[src/rtl/mtcs_pkg.sv]
/*
  Constants, register map and state type of the transmit configuration
  and status block. Assumes a 200 MHz single clock.
*/
`default_nettype none
package mtcs_pkg;
  // ----------------------------------------------------------------
  // Register offsets
  // ----------------------------------------------------------------
  localparam logic [3:0] ADDR_CMD = 4'h0;
  localparam logic [3:0] ADDR_STATUS = 4'h4;
  localparam logic [3:0] ADDR_RETRY = 4'h5;
  localparam logic [3:0] ADDR_TCFG = 4'hD;
  localparam logic [3:0] ADDR_DCFG = 4'hE;
  // ----------------------------------------------------------------
  // Field positions
  // ----------------------------------------------------------------
  localparam int CMD_START_BIT = 0;
  localparam int CMD_BUSY_BIT = 0;
  localparam int CMD_DISABLED_BIT = 1;
  localparam int TCFG_CRC_INH_BIT = 0;
  localparam int TCFG_LOOP_LO_BIT = 1;
  localparam int TCFG_LOOP_HI_BIT = 2;
  localparam int TCFG_ATD_BIT = 3;
  localparam int TCFG_LOW_PRIORITY_BACKOFF_BIT = 4;
  localparam int DCFG_NORMAL_BIT = 3;
  localparam int ST_PTX_BIT = 0;
  localparam int ST_COL_BIT = 2;
  localparam int ST_ABT_BIT = 3;
  localparam int ST_CRS_BIT = 4;
  localparam int ST_FU_BIT = 5;
  localparam int ST_CDH_BIT = 6;
  localparam int ST_OWC_BIT = 7;
  localparam logic [1:0] LOOP_NORMAL = 2'h0;
  localparam logic [1:0] LOOP_ENDEC = 2'h2;
  // ----------------------------------------------------------------
  // Reset values
  // ----------------------------------------------------------------
  localparam logic [1:0] LOOP_RESET = 2'h0;
  localparam logic CRC_APPEND_RESET = 1'b1;
  localparam logic NORMAL_SEL_RESET = 1'b1;
  localparam logic [7:0] STATUS_RESET = 8'h00;
  localparam logic [15:0] LFSR_SEED = 16'hACE1;
  // ----------------------------------------------------------------
  // Timing
  // ----------------------------------------------------------------
  localparam int CLK_MHZ = 200;
  localparam int SLOT_TIME_NS = 51200;
  localparam int HB_WINDOW_NS = 6400;
  localparam int SLOT_CYCLES = SLOT_TIME_NS * CLK_MHZ / 1000;
  localparam int HB_CYCLES = HB_WINDOW_NS * CLK_MHZ / 1000;
  localparam logic [4:0] MAX_ATTEMPTS = 5'h10;
  localparam logic [4:0] BO_MAX_EXP = 5'h0A;
  localparam logic [4:0] LP_EXP_OFFSET = 5'h03;
  localparam logic [4:0] LP_COLLISIONS = 5'h03;
  // ----------------------------------------------------------------
  // Sequencer states
  // ----------------------------------------------------------------
  typedef enum logic [3:0] {
    ST_IDLE = 4'h1,
    ST_SEND = 4'h2,
    ST_BACKOFF = 4'h4,
    ST_GAP = 4'h8
  } mtcs_state_t;
endpackage
`default_nettype wire

[src/rtl/mtcs_top.sv]
/*
  Transmit configuration, remote disable, backoff sequencing and
  transmit status of a 10 Mbit/s CSMA/CD controller.
  Assumes a serializer that sends a frame while TX_ACTIVE_OUT is high
  and pulses TX_END_IN on the same clock, a receive filter that pulses
  the hash hits, and asynchronous medium and FIFO levels.
*/
// What this block does
// RULE_01 - Append CRC unless inhibit bit set
// RULE_02 - CRC inhibit works in every loopback mode
// RULE_03 - Two-bit field selects normal operation or one of three loopbacks
// RULE_04 - Endec loop pin high only in mode two
// RULE_05 - Host clears normal select when using loopback
// RULE_06 - Loopback field resets to normal operation
// RULE_07 - Hash bit 62 packet disables transmitter
// RULE_08 - Hash bit 63 packet re-enables transmitter
// RULE_09 - Clearing remote disable bit re-enables transmitter
// RULE_10 - Low priority backoff for first three collisions
// RULE_11 - Otherwise standard truncated binary exponential backoff
// RULE_12 - Status cleared when host starts transmission
// RULE_13 - Status bits set only by real events
// RULE_14 - Host reads status after each transmission
// RULE_15 - Sent flag only without abort or underrun
// RULE_16 - Collided flag plus separate collision count
// RULE_17 - Abort when sixteenth attempt collides
// RULE_18 - Carrier loss flagged, transmission continues
// RULE_19 - FIFO starvation flags underrun and aborts
// RULE_20 - Missing heartbeat within gap window flagged
// RULE_21 - Late collision flagged, then rescheduled normally
// RULE_22 - Status undefined before first transmission ends
// RULE_23 - Loopback needs normal select low too
// RULE_24 - Reserved bits read zero, ignored on write
// RULE_25 - Remotely disabled transmitter refuses new starts
`timescale 1ns/1ps
`default_nettype none
module mtcs_top
  import mtcs_pkg::*;
#(
  parameter int SLOT_CYCLES_P = SLOT_CYCLES
) (
  input wire logic REF_CLK_IN,
  input wire logic RST_N_IN,
  input wire logic [3:0] REG_ADDR_IN,
  input wire logic [7:0] REG_WDATA_IN,
  input wire logic REG_WR_IN,
  input wire logic REG_RD_IN,
  output logic [7:0] REG_RDATA_OUT,
  input wire logic COLLISION_IN,
  input wire logic CARRIER_IN,
  input wire logic FIFO_EMPTY_IN,
  input wire logic BUS_GRANT_IN,
  input wire logic TX_END_IN,
  input wire logic RX_HASH62_IN,
  input wire logic RX_HASH63_IN,
  output logic TX_ACTIVE_OUT,
  output logic TX_ABORT_OUT,
  output logic CRC_APPEND_OUT,
  output logic [1:0] LOOP_MODE_OUT,
  output logic LOOP_ACTIVE_OUT,
  output logic ENDEC_LOOP_PIN_OUT,
  output logic TX_DISABLED_OUT
);
  // ----------------------------------------------------------------
  // Declarations
  // ----------------------------------------------------------------
  mtcs_state_t state_q;
  logic col_s1_q, col_s2_q, col_s3_q;
  logic crs_s1_q, crs_s2_q, crs_s3_q;
  logic emp_s1_q, emp_s2_q, gnt_s1_q, gnt_s2_q;
  logic crc_append_q, atd_q, low_pri_q, normal_sel_q, remote_dis_q;
  logic loop_active_q, endec_pin_q, tx_active_q, tx_abort_q;
  logic [1:0] loop_mode_q;
  logic [7:0] stat_q, rdata_q;
  logic [4:0] coll_q;
  logic [13:0] elapsed_q, slot_cnt_q;
  logic [10:0] hb_cnt_q;
  logic hb_seen_q, late_q, crs_up_q;
  logic [9:0] bo_slots_q;
  logic [15:0] lfsr_q;
  logic col_rise, crs_fall, send, wr_tcfg, wr_dcfg, start_req, start_ok;
  logic ev_col, ev_abort, ev_under, ev_end, gap_done, slot_tick;
  logic [4:0] coll_nx, bo_exp;
  logic [9:0] bo_mask;

  // ----------------------------------------------------------------
  // Input synchronisers
  // ----------------------------------------------------------------
  // Two stages per pin; a third stage feeds only the edge detectors
  always_ff @(posedge REF_CLK_IN or negedge RST_N_IN) begin
    if (!RST_N_IN) begin
      col_s1_q <= 1'b0;
      col_s2_q <= 1'b0;
      col_s3_q <= 1'b0;
      crs_s1_q <= 1'b0;
      crs_s2_q <= 1'b0;
      crs_s3_q <= 1'b0;
      emp_s1_q <= 1'b0;
      emp_s2_q <= 1'b0;
      gnt_s1_q <= 1'b0;
      gnt_s2_q <= 1'b0;
    end else begin
      col_s1_q <= COLLISION_IN;
      col_s2_q <= col_s1_q;
      col_s3_q <= col_s2_q;
      crs_s1_q <= CARRIER_IN;
      crs_s2_q <= crs_s1_q;
      crs_s3_q <= crs_s2_q;
      emp_s1_q <= FIFO_EMPTY_IN;
      emp_s2_q <= emp_s1_q;
      gnt_s1_q <= BUS_GRANT_IN;
      gnt_s2_q <= gnt_s1_q;
    end
  end

  // ----------------------------------------------------------------
  // Decode and events
  // ----------------------------------------------------------------
  // Register strobes and per-cycle transmit events
  assign col_rise = col_s2_q & ~col_s3_q;
  assign crs_fall = ~crs_s2_q & crs_s3_q;
  assign send = (state_q == ST_SEND);
  assign wr_tcfg = REG_WR_IN && (REG_ADDR_IN == ADDR_TCFG);
  assign wr_dcfg = REG_WR_IN && (REG_ADDR_IN == ADDR_DCFG);
  assign start_req = REG_WR_IN && (REG_ADDR_IN == ADDR_CMD) && REG_WDATA_IN[CMD_START_BIT];
  assign start_ok = start_req && (state_q == ST_IDLE) && !remote_dis_q; // RULE_25
  assign ev_col = send && col_rise;
  assign ev_abort = ev_col && (coll_nx == MAX_ATTEMPTS); // RULE_17
  assign ev_under = send && emp_s2_q && !gnt_s2_q && !ev_col; // RULE_19
  assign ev_end = send && TX_END_IN && !ev_col && !ev_under;
  assign gap_done = (state_q == ST_GAP) && (hb_cnt_q == 11'h000);
  assign slot_tick = (slot_cnt_q == 14'h0000);

  // Backoff exponent and random slot mask
  always_comb begin
    coll_nx = coll_q + 5'h01;
    if (low_pri_q && (coll_nx <= LP_COLLISIONS)) begin
      bo_exp = coll_nx + LP_EXP_OFFSET; // RULE_10
    end else begin
      bo_exp = coll_nx; // RULE_11
    end
    if (bo_exp > BO_MAX_EXP) begin
      bo_exp = BO_MAX_EXP;
    end
    bo_mask = ~(10'h3FF << bo_exp);
  end

  // ----------------------------------------------------------------
  // Configuration registers
  // ----------------------------------------------------------------
  // Write-only transmit and data configuration; upper bits dropped
  always_ff @(posedge REF_CLK_IN or negedge RST_N_IN) begin
    if (!RST_N_IN) begin
      crc_append_q <= CRC_APPEND_RESET;
      loop_mode_q <= LOOP_RESET; // RULE_06
      atd_q <= 1'b0;
      low_pri_q <= 1'b0;
      normal_sel_q <= NORMAL_SEL_RESET;
      loop_active_q <= 1'b0;
      endec_pin_q <= 1'b0;
    end else if (wr_tcfg) begin
      crc_append_q <= ~REG_WDATA_IN[TCFG_CRC_INH_BIT]; // RULE_01 RULE_02 RULE_24
      loop_mode_q <= REG_WDATA_IN[TCFG_LOOP_HI_BIT:TCFG_LOOP_LO_BIT]; // RULE_03
      atd_q <= REG_WDATA_IN[TCFG_ATD_BIT];
      low_pri_q <= REG_WDATA_IN[TCFG_LOW_PRIORITY_BACKOFF_BIT];
      loop_active_q <= (REG_WDATA_IN[TCFG_LOOP_HI_BIT:TCFG_LOOP_LO_BIT] != LOOP_NORMAL) && !normal_sel_q; // RULE_23
      endec_pin_q <= (REG_WDATA_IN[TCFG_LOOP_HI_BIT:TCFG_LOOP_LO_BIT] == LOOP_ENDEC); // RULE_04
    end else if (wr_dcfg) begin
      normal_sel_q <= REG_WDATA_IN[DCFG_NORMAL_BIT];
      loop_active_q <= (loop_mode_q != LOOP_NORMAL) && !REG_WDATA_IN[DCFG_NORMAL_BIT]; // RULE_23 RULE_05
    end
  end

  // ----------------------------------------------------------------
  // Remote transmit disable
  // ----------------------------------------------------------------
  // A disabling packet wins over any re-enable in the same cycle
  always_ff @(posedge REF_CLK_IN or negedge RST_N_IN) begin
    if (!RST_N_IN) begin
      remote_dis_q <= 1'b0;
    end else if (atd_q && RX_HASH62_IN) begin
      remote_dis_q <= 1'b1; // RULE_07
    end else if ((atd_q && RX_HASH63_IN) || (wr_tcfg && !REG_WDATA_IN[TCFG_ATD_BIT])) begin
      remote_dis_q <= 1'b0; // RULE_08 RULE_09
    end
  end

  // ----------------------------------------------------------------
  // Random source
  // ----------------------------------------------------------------
  // Free-running LFSR feeding the backoff slot draw
  always_ff @(posedge REF_CLK_IN or negedge RST_N_IN) begin
    if (!RST_N_IN) begin
      lfsr_q <= LFSR_SEED;
    end else begin
      lfsr_q <= {lfsr_q[14:0], lfsr_q[15] ^ lfsr_q[13] ^ lfsr_q[12] ^ lfsr_q[10]};
    end
  end

  // ----------------------------------------------------------------
  // Transmit sequencer
  // ----------------------------------------------------------------
  // Attempts, backoff slots and the heartbeat window after a frame
  always_ff @(posedge REF_CLK_IN or negedge RST_N_IN) begin
    if (!RST_N_IN) begin
      state_q <= ST_IDLE;
      tx_active_q <= 1'b0;
      tx_abort_q <= 1'b0;
      coll_q <= 5'h00;
      elapsed_q <= 14'h0000;
      slot_cnt_q <= 14'h0000;
      bo_slots_q <= 10'h000;
      hb_cnt_q <= 11'h000;
      hb_seen_q <= 1'b0;
      crs_up_q <= 1'b0;
    end else begin
      tx_abort_q <= 1'b0;
      crs_up_q <= send && (crs_up_q || (crs_s2_q && !crs_s3_q)); // Ignore the previous attempt's carrier drop RULE_13
      case (state_q)
        ST_IDLE: begin
          if (start_ok) begin
            state_q <= ST_SEND;
            tx_active_q <= 1'b1;
            coll_q <= 5'h00; // RULE_16
            elapsed_q <= 14'h0000;
          end
        end
        ST_SEND: begin
          if (elapsed_q != 14'h3FFF) begin
            elapsed_q <= elapsed_q + 14'h0001;
          end
          if (ev_col) begin
            coll_q <= coll_nx; // RULE_16
            tx_active_q <= 1'b0;
            if (ev_abort) begin
              state_q <= ST_IDLE; // RULE_17
              tx_abort_q <= 1'b1;
            end else begin
              state_q <= ST_BACKOFF; // RULE_21
              bo_slots_q <= lfsr_q[9:0] & bo_mask;
              slot_cnt_q <= 14'(SLOT_CYCLES_P - 1);
            end
          end else if (ev_under) begin
            state_q <= ST_IDLE; // RULE_19
            tx_active_q <= 1'b0;
            tx_abort_q <= 1'b1;
          end else if (ev_end) begin
            state_q <= ST_GAP;
            tx_active_q <= 1'b0;
            hb_cnt_q <= 11'(HB_CYCLES - 1);
            hb_seen_q <= 1'b0;
          end
        end
        ST_BACKOFF: begin
          if (bo_slots_q == 10'h000) begin
            state_q <= ST_SEND;
            tx_active_q <= 1'b1;
            elapsed_q <= 14'h0000;
          end else if (slot_tick) begin
            bo_slots_q <= bo_slots_q - 10'h001;
            slot_cnt_q <= 14'(SLOT_CYCLES_P - 1);
          end else begin
            slot_cnt_q <= slot_cnt_q - 14'h0001;
          end
        end
        ST_GAP: begin
          if (col_s2_q) begin
            hb_seen_q <= 1'b1; // RULE_20
          end
          if (gap_done) begin
            state_q <= ST_IDLE;
          end else begin
            hb_cnt_q <= hb_cnt_q - 11'h001;
          end
        end
        default: begin
          state_q <= ST_IDLE;
          tx_active_q <= 1'b0;
        end
      endcase
    end
  end

  // Late-collision marker for the current attempt
  assign late_q = (elapsed_q >= 14'(SLOT_CYCLES_P)); // RULE_21

  // ----------------------------------------------------------------
  // Transmit status
  // ----------------------------------------------------------------
  // Cleared at each accepted start; bits only ever set by events
  always_ff @(posedge REF_CLK_IN or negedge RST_N_IN) begin
    if (!RST_N_IN) begin
      stat_q <= STATUS_RESET; // RULE_22
    end else if (start_ok) begin
      stat_q <= STATUS_RESET; // RULE_12
    end else begin
      if (ev_col) begin
        stat_q[ST_COL_BIT] <= 1'b1; // RULE_16 RULE_13
      end
      if (ev_col && late_q) begin
        stat_q[ST_OWC_BIT] <= 1'b1; // RULE_21
      end
      if (ev_abort) begin
        stat_q[ST_ABT_BIT] <= 1'b1; // RULE_17
      end
      if (send && crs_up_q && crs_fall) begin
        stat_q[ST_CRS_BIT] <= 1'b1; // RULE_18
      end
      if (ev_under) begin
        stat_q[ST_FU_BIT] <= 1'b1; // RULE_19
      end
      if (gap_done && !hb_seen_q && !col_s2_q) begin
        stat_q[ST_CDH_BIT] <= 1'b1; // RULE_20
      end
      if (gap_done && !stat_q[ST_ABT_BIT] && !stat_q[ST_FU_BIT]) begin
        stat_q[ST_PTX_BIT] <= 1'b1; // RULE_15
      end
    end
  end

  // ----------------------------------------------------------------
  // Register read port
  // ----------------------------------------------------------------
  // Data one cycle after the read strobe, zero otherwise
  always_ff @(posedge REF_CLK_IN or negedge RST_N_IN) begin
    if (!RST_N_IN) begin
      rdata_q <= 8'h00;
    end else if (REG_RD_IN) begin
      case (REG_ADDR_IN)
        ADDR_STATUS: rdata_q <= stat_q; // RULE_24
        ADDR_RETRY: rdata_q <= {3'h0, coll_q}; // RULE_16
        ADDR_CMD: rdata_q <= {6'h00, remote_dis_q, (state_q != ST_IDLE)};
        default: rdata_q <= 8'h00;
      endcase
    end else begin
      rdata_q <= 8'h00;
    end
  end

  // ----------------------------------------------------------------
  // Outputs
  // ----------------------------------------------------------------
  assign REG_RDATA_OUT = rdata_q;
  assign TX_ACTIVE_OUT = tx_active_q;
  assign TX_ABORT_OUT = tx_abort_q;
  assign CRC_APPEND_OUT = crc_append_q;
  assign LOOP_MODE_OUT = loop_mode_q;
  assign LOOP_ACTIVE_OUT = loop_active_q;
  assign ENDEC_LOOP_PIN_OUT = endec_pin_q;
  assign TX_DISABLED_OUT = remote_dis_q;
endmodule
`default_nettype wire

[config.mk]
export PLATFORM = sky130hd
export DESIGN_NAME = mtcs_top
export DESIGN_NICKNAME = d
export VERILOG_FILES = /design/src/rtl/mtcs_pkg.sv /design/src/rtl/mtcs_top.sv
export SDC_FILE = /design/constraint.sdc
export NUM_CORES = 1
export LEC_CHECK = 0
export ABC_AREA = 1
export BUFFER_PORTS_ARGS = -buffer_cell sky130_fd_sc_hd__clkbuf_2
export CAP_MARGIN = 25
export CORE_MARGIN = 4
export CORE_UTILIZATION = 55
export CTS_CLUSTER_SIZE = 28
export DETAILED_ROUTE_END_ITERATION = 8
export GPL_ROUTABILITY_DRIVEN = 0
export PLACE_DENSITY = 0.77
export SLEW_MARGIN = 20
export SYNTH_ARGS = -nofsm -noshare
export SYNTH_HDL_FRONTEND = slang
export SYNTH_SLANG_ARGS = --single-unit
[constraint.sdc]
create_clock -name REF_CLK_IN -period 1.8 [get_ports REF_CLK_IN]
set_input_delay 0.18 -clock REF_CLK_IN [delete_from_list [all_inputs] [get_ports REF_CLK_IN]]
set_output_delay 0.18 -clock REF_CLK_IN [all_outputs]
set_load 0.01 [all_outputs]
; Word level (Yosys, flattened, before mapping)
; Index checks and enable logic that the tools add are counted.
[word_totals]
register_bits = 112
in_bits = 23
out_inout_bits = 16
[classes]
n_addsub = 6
n_lt_le_gt_ge = 3
n_eq_ne = 26
shifts = 1
mux = 61
n_bitwise = 12
n_reduce_logical = 71
[op_table]
columns = cell, n
row1 = 14-bit two-way mux, 7
row2 = 11-bit two-way mux, 4
row3 = 14-bit one-hot mux with 3 select lines, 1
row4 = 10-bit two-way mux, 4
row5 = 1-bit logical AND, 30
row6 = 14-bit one-hot mux with 2 select lines, 1
row7 = 2-bit nonzero test, 14
row8 = 1-bit two-way mux, 24
row9 = 4-bit two-way mux, 6
row10 = 8-bit one-hot mux with 3 select lines, 1
row11 = 11-bit one-hot mux with 2 select lines, 1
row12 = 5-bit two-way mux, 4
row13 = "2-bit inequality test, second input constant", 10
row14 = 10-bit one-hot mux with 2 select lines, 1
row15 = 4-bit one-hot mux with 4 select lines, 1
row16 = 4-bit AND reduction, 4
row17 = 5-bit AND reduction, 3
row18 = "14-bit by 1-bit adder with 14-bit output, second input constant", 1
row19 = "14-bit greater-or-equal comparator, second input constant", 1
row20 = 14-bit zero test, 1
row21 = "14-bit inequality test, second input constant", 1
row22 = "14-bit by 1-bit subtractor with 14-bit output, second input constant", 1
row23 = "4-bit by 3-bit == test with 1-bit output, second input constant", 3
row24 = "4-bit == test, second input constant", 3
row25 = 32 further kinds, 53

; Depth between registers and ports, before layout
[depth]
depth_word = 12
depth_mapped = 13

; Least setup slack after synthesis
; No wires, ideal clock.
[synth_timing]
kind = register to register
from = reg coll_q[0]
to = reg bo_slots_q[9]
setup_ps = 77
arrival_ps = 1718
required_ps = 1723
path_slack_ps = 5
stages_incl_launch_ff = 12
path_buffers = 0
synth_period_minus_slack_ps = 1795
path_cell_list = dfrtp_1 -> inv_1 -> ha_1 -> inv_1 -> nand2_1 -> nand2_1 -> nor2_2 -> nand3_1 -> nand2_1 -> nor2_1 -> or2_2 -> a21oi_1
[synth_between]
elab_chain_cells = 12
word_cells_on_any_way = 17
[synth_rtl]
columns = item, line
row1 = "start, declared", mtcs_top.sv:74  ; logic [4:0] coll_q;
row2 = "start signal, assigned", mtcs_top.sv:232  ; coll_q <= coll_nx;
row3 = 5-bit by 1-bit adder with 5-bit output *, mtcs_top.sv:135  ; coll_nx = coll_q + 5'h01;
row4 = 5-bit by 2-bit less-or-equal comparator with 1-bit output, mtcs_top.sv:136  ; if (low_pri_q && (coll_nx <= LP_COLLISIONS)) begin
row5 = 1-bit logical AND, mtcs_top.sv:136
row6 = 5-bit two-way mux, mtcs_top.sv:136
row7 = 5-bit by 4-bit greater-than comparator with 1-bit output, mtcs_top.sv:141  ; if (bo_exp > BO_MAX_EXP) begin
row8 = 5-bit two-way mux, mtcs_top.sv:141
row9 = 10-bit by 5-bit << shifter with 10-bit output, mtcs_top.sv:144  ; bo_mask = ~(10'h3FF << bo_exp);
row10 = 10-bit NOT, mtcs_top.sv:144
row11 = 10-bit AND, mtcs_top.sv:239  ; bo_slots_q <= lfsr_q[9:0] & bo_mask;
row12 = 10-bit two-way mux, mtcs_top.sv:234  ; if (ev_abort) begin
row13 = 10-bit two-way mux, mtcs_top.sv:231  ; if (ev_col) begin
row14 = 10-bit one-hot mux with 2 select lines, mtcs_top.sv:218  ; case (state_q)
row15 = "end signal, assigned", mtcs_top.sv:239
row16 = "end signal, assigned", mtcs_top.sv:259  ; bo_slots_q <= bo_slots_q - 10'h001;
row17 = "end, declared", mtcs_top.sv:78  ; logic [9:0] bo_slots_q;
; Mark *: on every way between the ends. The rest lies on a longest branch, timed or not. The select of a mux whose other input is x is not followed.
; A chain may end at the register's enable or synchronous reset.

; Worst setup path after layout
[layout_timing]
from = reg coll_q[0]
to = reg bo_slots_q[1]
; The elaborated chain is that of the path after synthesis.

==> results.cfg <==
[yosys]
synth_cell_type_count = 43
ys.flop_type = dfrtp_1
synth_edf_count = 0
syn_area_sq_mm = 0.005579
mappedNetlistNets = 689
yosysMostFrequentCell = nand2_1
synth_area_leaders = dfrtp_1, nand2_1, inv_1
ys_ff_latch = 112
synthCells = 658
synth_common_cells = nand2_1, dfrtp_1, inv_1
yosys_warnings = 0
ys_async_sr_fraction = 1.000
yosysTopAreaCellShare = 0.4530
seq_area_frac_synth = 0.5048
syn_area_per_cell_sq_um = 8.479
synth_area_leader_cell = dfrtp_1

[sta]
rsz0062_at_grt = yes
fin_skew_ns = 0.009576
worstMarginPinSlew_ns = 0.5642
drv_slew = 0
tns_ns = -0.7576
fmax_mhz = 526.0
setup_ws_ns = -0.1010
fin_crit_ns = 1.901
final-hold-violation-count = 0
setup_viol = 23
slew-limit-headroom = 0.6204
fin_crit_sh = 1.056

[power]
p_leak_nw = 3.371
cellPowerDensity_mw_per_mm2 = 1408
vdd_drop_max_v = 0.001061

[run]
max_cap_violations = 0

[finish]
syn_to_final_growth_pct = 29.27
antenna_cells = 0
drive_gt1_frac = 0.3105
fin_nets = 799

[worst_setup_path]
r2r-start = coll_q[0]
r2r_end = bo_slots_q[1]
r2r_cells = 11
cp.required_ns = 2.06
crit_slowest_cell = dfrtp_2
critPathLaunchType = register
worst_path_largest_cell_delay_ns = 0.46
worstPathArrival_ns = 2.16
crit_type = register to register
startpoint = coll_q[0]
crit_path_max_fanout = 5
endpoint = bo_slots_q[1]
crit_chain = buf_4 -> nand4_1 -> nand2_4 -> nor2_4 -> buf_12 -> nand2_2 -> nand2_2 -> nand2_4 -> buf_6 -> o21bai_1 -> a21boi_1
worstSetupEndpointType = register
rrSetupSlack_ns = -0.10

[clocking]
cts_root_buf = clkbuf_8
cts_tree = done
cts_buffer_depth = 2
insertion_delay_ns = 0.38
clkSinkCount = 112
cts_inserted_buffers = 9
clkTransAtPathRegs_ns = 0.11
htreeDepth = 3

[grt]
antenna_found_initial = 0
grt_pass1_vias = 4796
grt_pass1_wl_um = 21370
grtUsageTotal = 0.2258
gr-total-overflow = 0
grt_max_degree = 48

[floorplanning]
core_sq_mm = 0.009819
start_util = 0.5682
die_w_um = 108.7
dieArea_sq_mm = 0.01182
dieHeight_um = 108.7
ioPinCount = 39
num_rows = 36

[min_path]
hold_class = input pin to register

[drt]
firstDrtPassIters = 6
vias = 4929
via_per_inst = 5.440
drc = 0
dr.first_iter.drc_count = 270
postRouteAntennaNets = 0
routed_wl_um = 13920
wl_per_cell_um = 15.36

[run_status]
status = complete, but fails checks
violations = setup timing

[place]
post-place-ws_ns = -0.2183
portBuffers = 35
hpwl_um = 8418
==> logic make-up after synthesis <==
kind of cell               Yosys count  synth area share
buffers and inverters              106           0.08006
xor gates and xnor gates            26           0.04082
and+or+nand+nor                    306            0.2554
DFF                                112            0.5048
adders and majority gates            8           0.01794
AOI/OAI and AO/OA                  100            0.1009
==> how the worst min path moves through the flow <==
stage	start	to	slack, ns	cells past startpoint
2_1_floorplan	RST_N_IN	ENDEC_LOOP_PIN_OUT	-0.12	0
3_3_place_gp	RST_N_IN	LOOP_MODE_OUT[0]	0.13	1
3_5_place_dp	RST_N_IN	LOOP_MODE_OUT[0]	0.15	1
4_1_cts	REG_WDATA_IN[4]	low_pri_q	0.01	3
5_1_grt	REG_WDATA_IN[4]	low_pri_q	0.03	3
6_report	REG_WDATA_IN[4]	low_pri_q	0.02	3
==> state kept, by name, summed over array words and instances, names as in the netlist, 2 cells and up <==
register	cells
LOOP_MODE_OUT	2
REG_RDATA_OUT	8
bo_slots_q	10
coll_q	5
elapsed_q	14
hb_cnt_q	11
lfsr_q	16
slot_cnt_q	14
stat_q	7
state_q	4
==> timing repair <==
item	in CTS	in global routing
endpoints found under the setup margin	39	52
endpoints found under the hold margin	32	0
hold buffers	6	0
buffers inserted	5	8
resized for setup	44	98
pin swaps	17	27
gates cloned	1	4
==> layout make-up <==
class                   count  area, sq um
multi-input cells         442         2789
clock buffers              11        141.4
repair inverters            1        5.005
repair buffers            108        890.9
clock inverters             5        41.29
fillers                   637         2608
flip-flops and latches    112         2820
well taps                 133        166.4
inverters                  94        357.8
==> through the flow <==
stage	total power, mW	std cells	hold WS [ns]	cell area [sq um]	util
final	10.15	906	0.02458	7212	0.7345
after global routing	10.83	906	0.02580	7212	0.7345
after CTS	9.150	894	0.01230	6753	0.6877
after detailed placement	7.134	866	0.1457	6282	0.6398
after global placement	6.969	866	0.1341	6282	0.6398
after floorplan	5.940	658	-0.1156	5579	-
==> critical path: cells and delay by family, from the launching register on <==
kind,cells,cell delay [ns]
compound gates,2,0.26
buf+inv,3,0.41
flops,1,0.46
simple gates,6,0.66
==> layer usage <==
metal	share of wire	global-route usage
met5	0	0
met4	0.016	0.07574
met3	0.044	0.03671
met2	0.54	0.4144
met1	0.40	0.2686
==> layout by cell type (no fill, tap or decap), types with 5 or more instances in the layout <==
cell type,instances
a21boi_1,6
a21oi_1,15
a21oi_2,5
buf_12,7
buf_4,49
buf_6,10
clkbuf_2,34
clkbuf_8,10
dfrtp_1,98
dfstp_2,11
dlygate4sd3_1,6
inv_1,84
inv_2,9
nand2_1,104
nand2_2,17
nand2_4,14
nand3_1,40
nand3_2,8
nand4_1,12
nor2_1,56
nor2_2,9
nor2_4,10
nor3_1,12
o21ai_0,43
o21ai_1,7
o21ai_2,5
o22ai_1,7
xor2_1,22
==> power by group <==
| group | total [mW] | internal, mW | switching, mW |
|---|---|---|---|
| clock | 1.43 | 0.556 | 0.876 |
| combinational | 5.05 | 2.16 | 2.88 |
| sequential | 3.67 | 3.15 | 0.523 |
No activity file was read; power rests on OpenSTA's default activity.
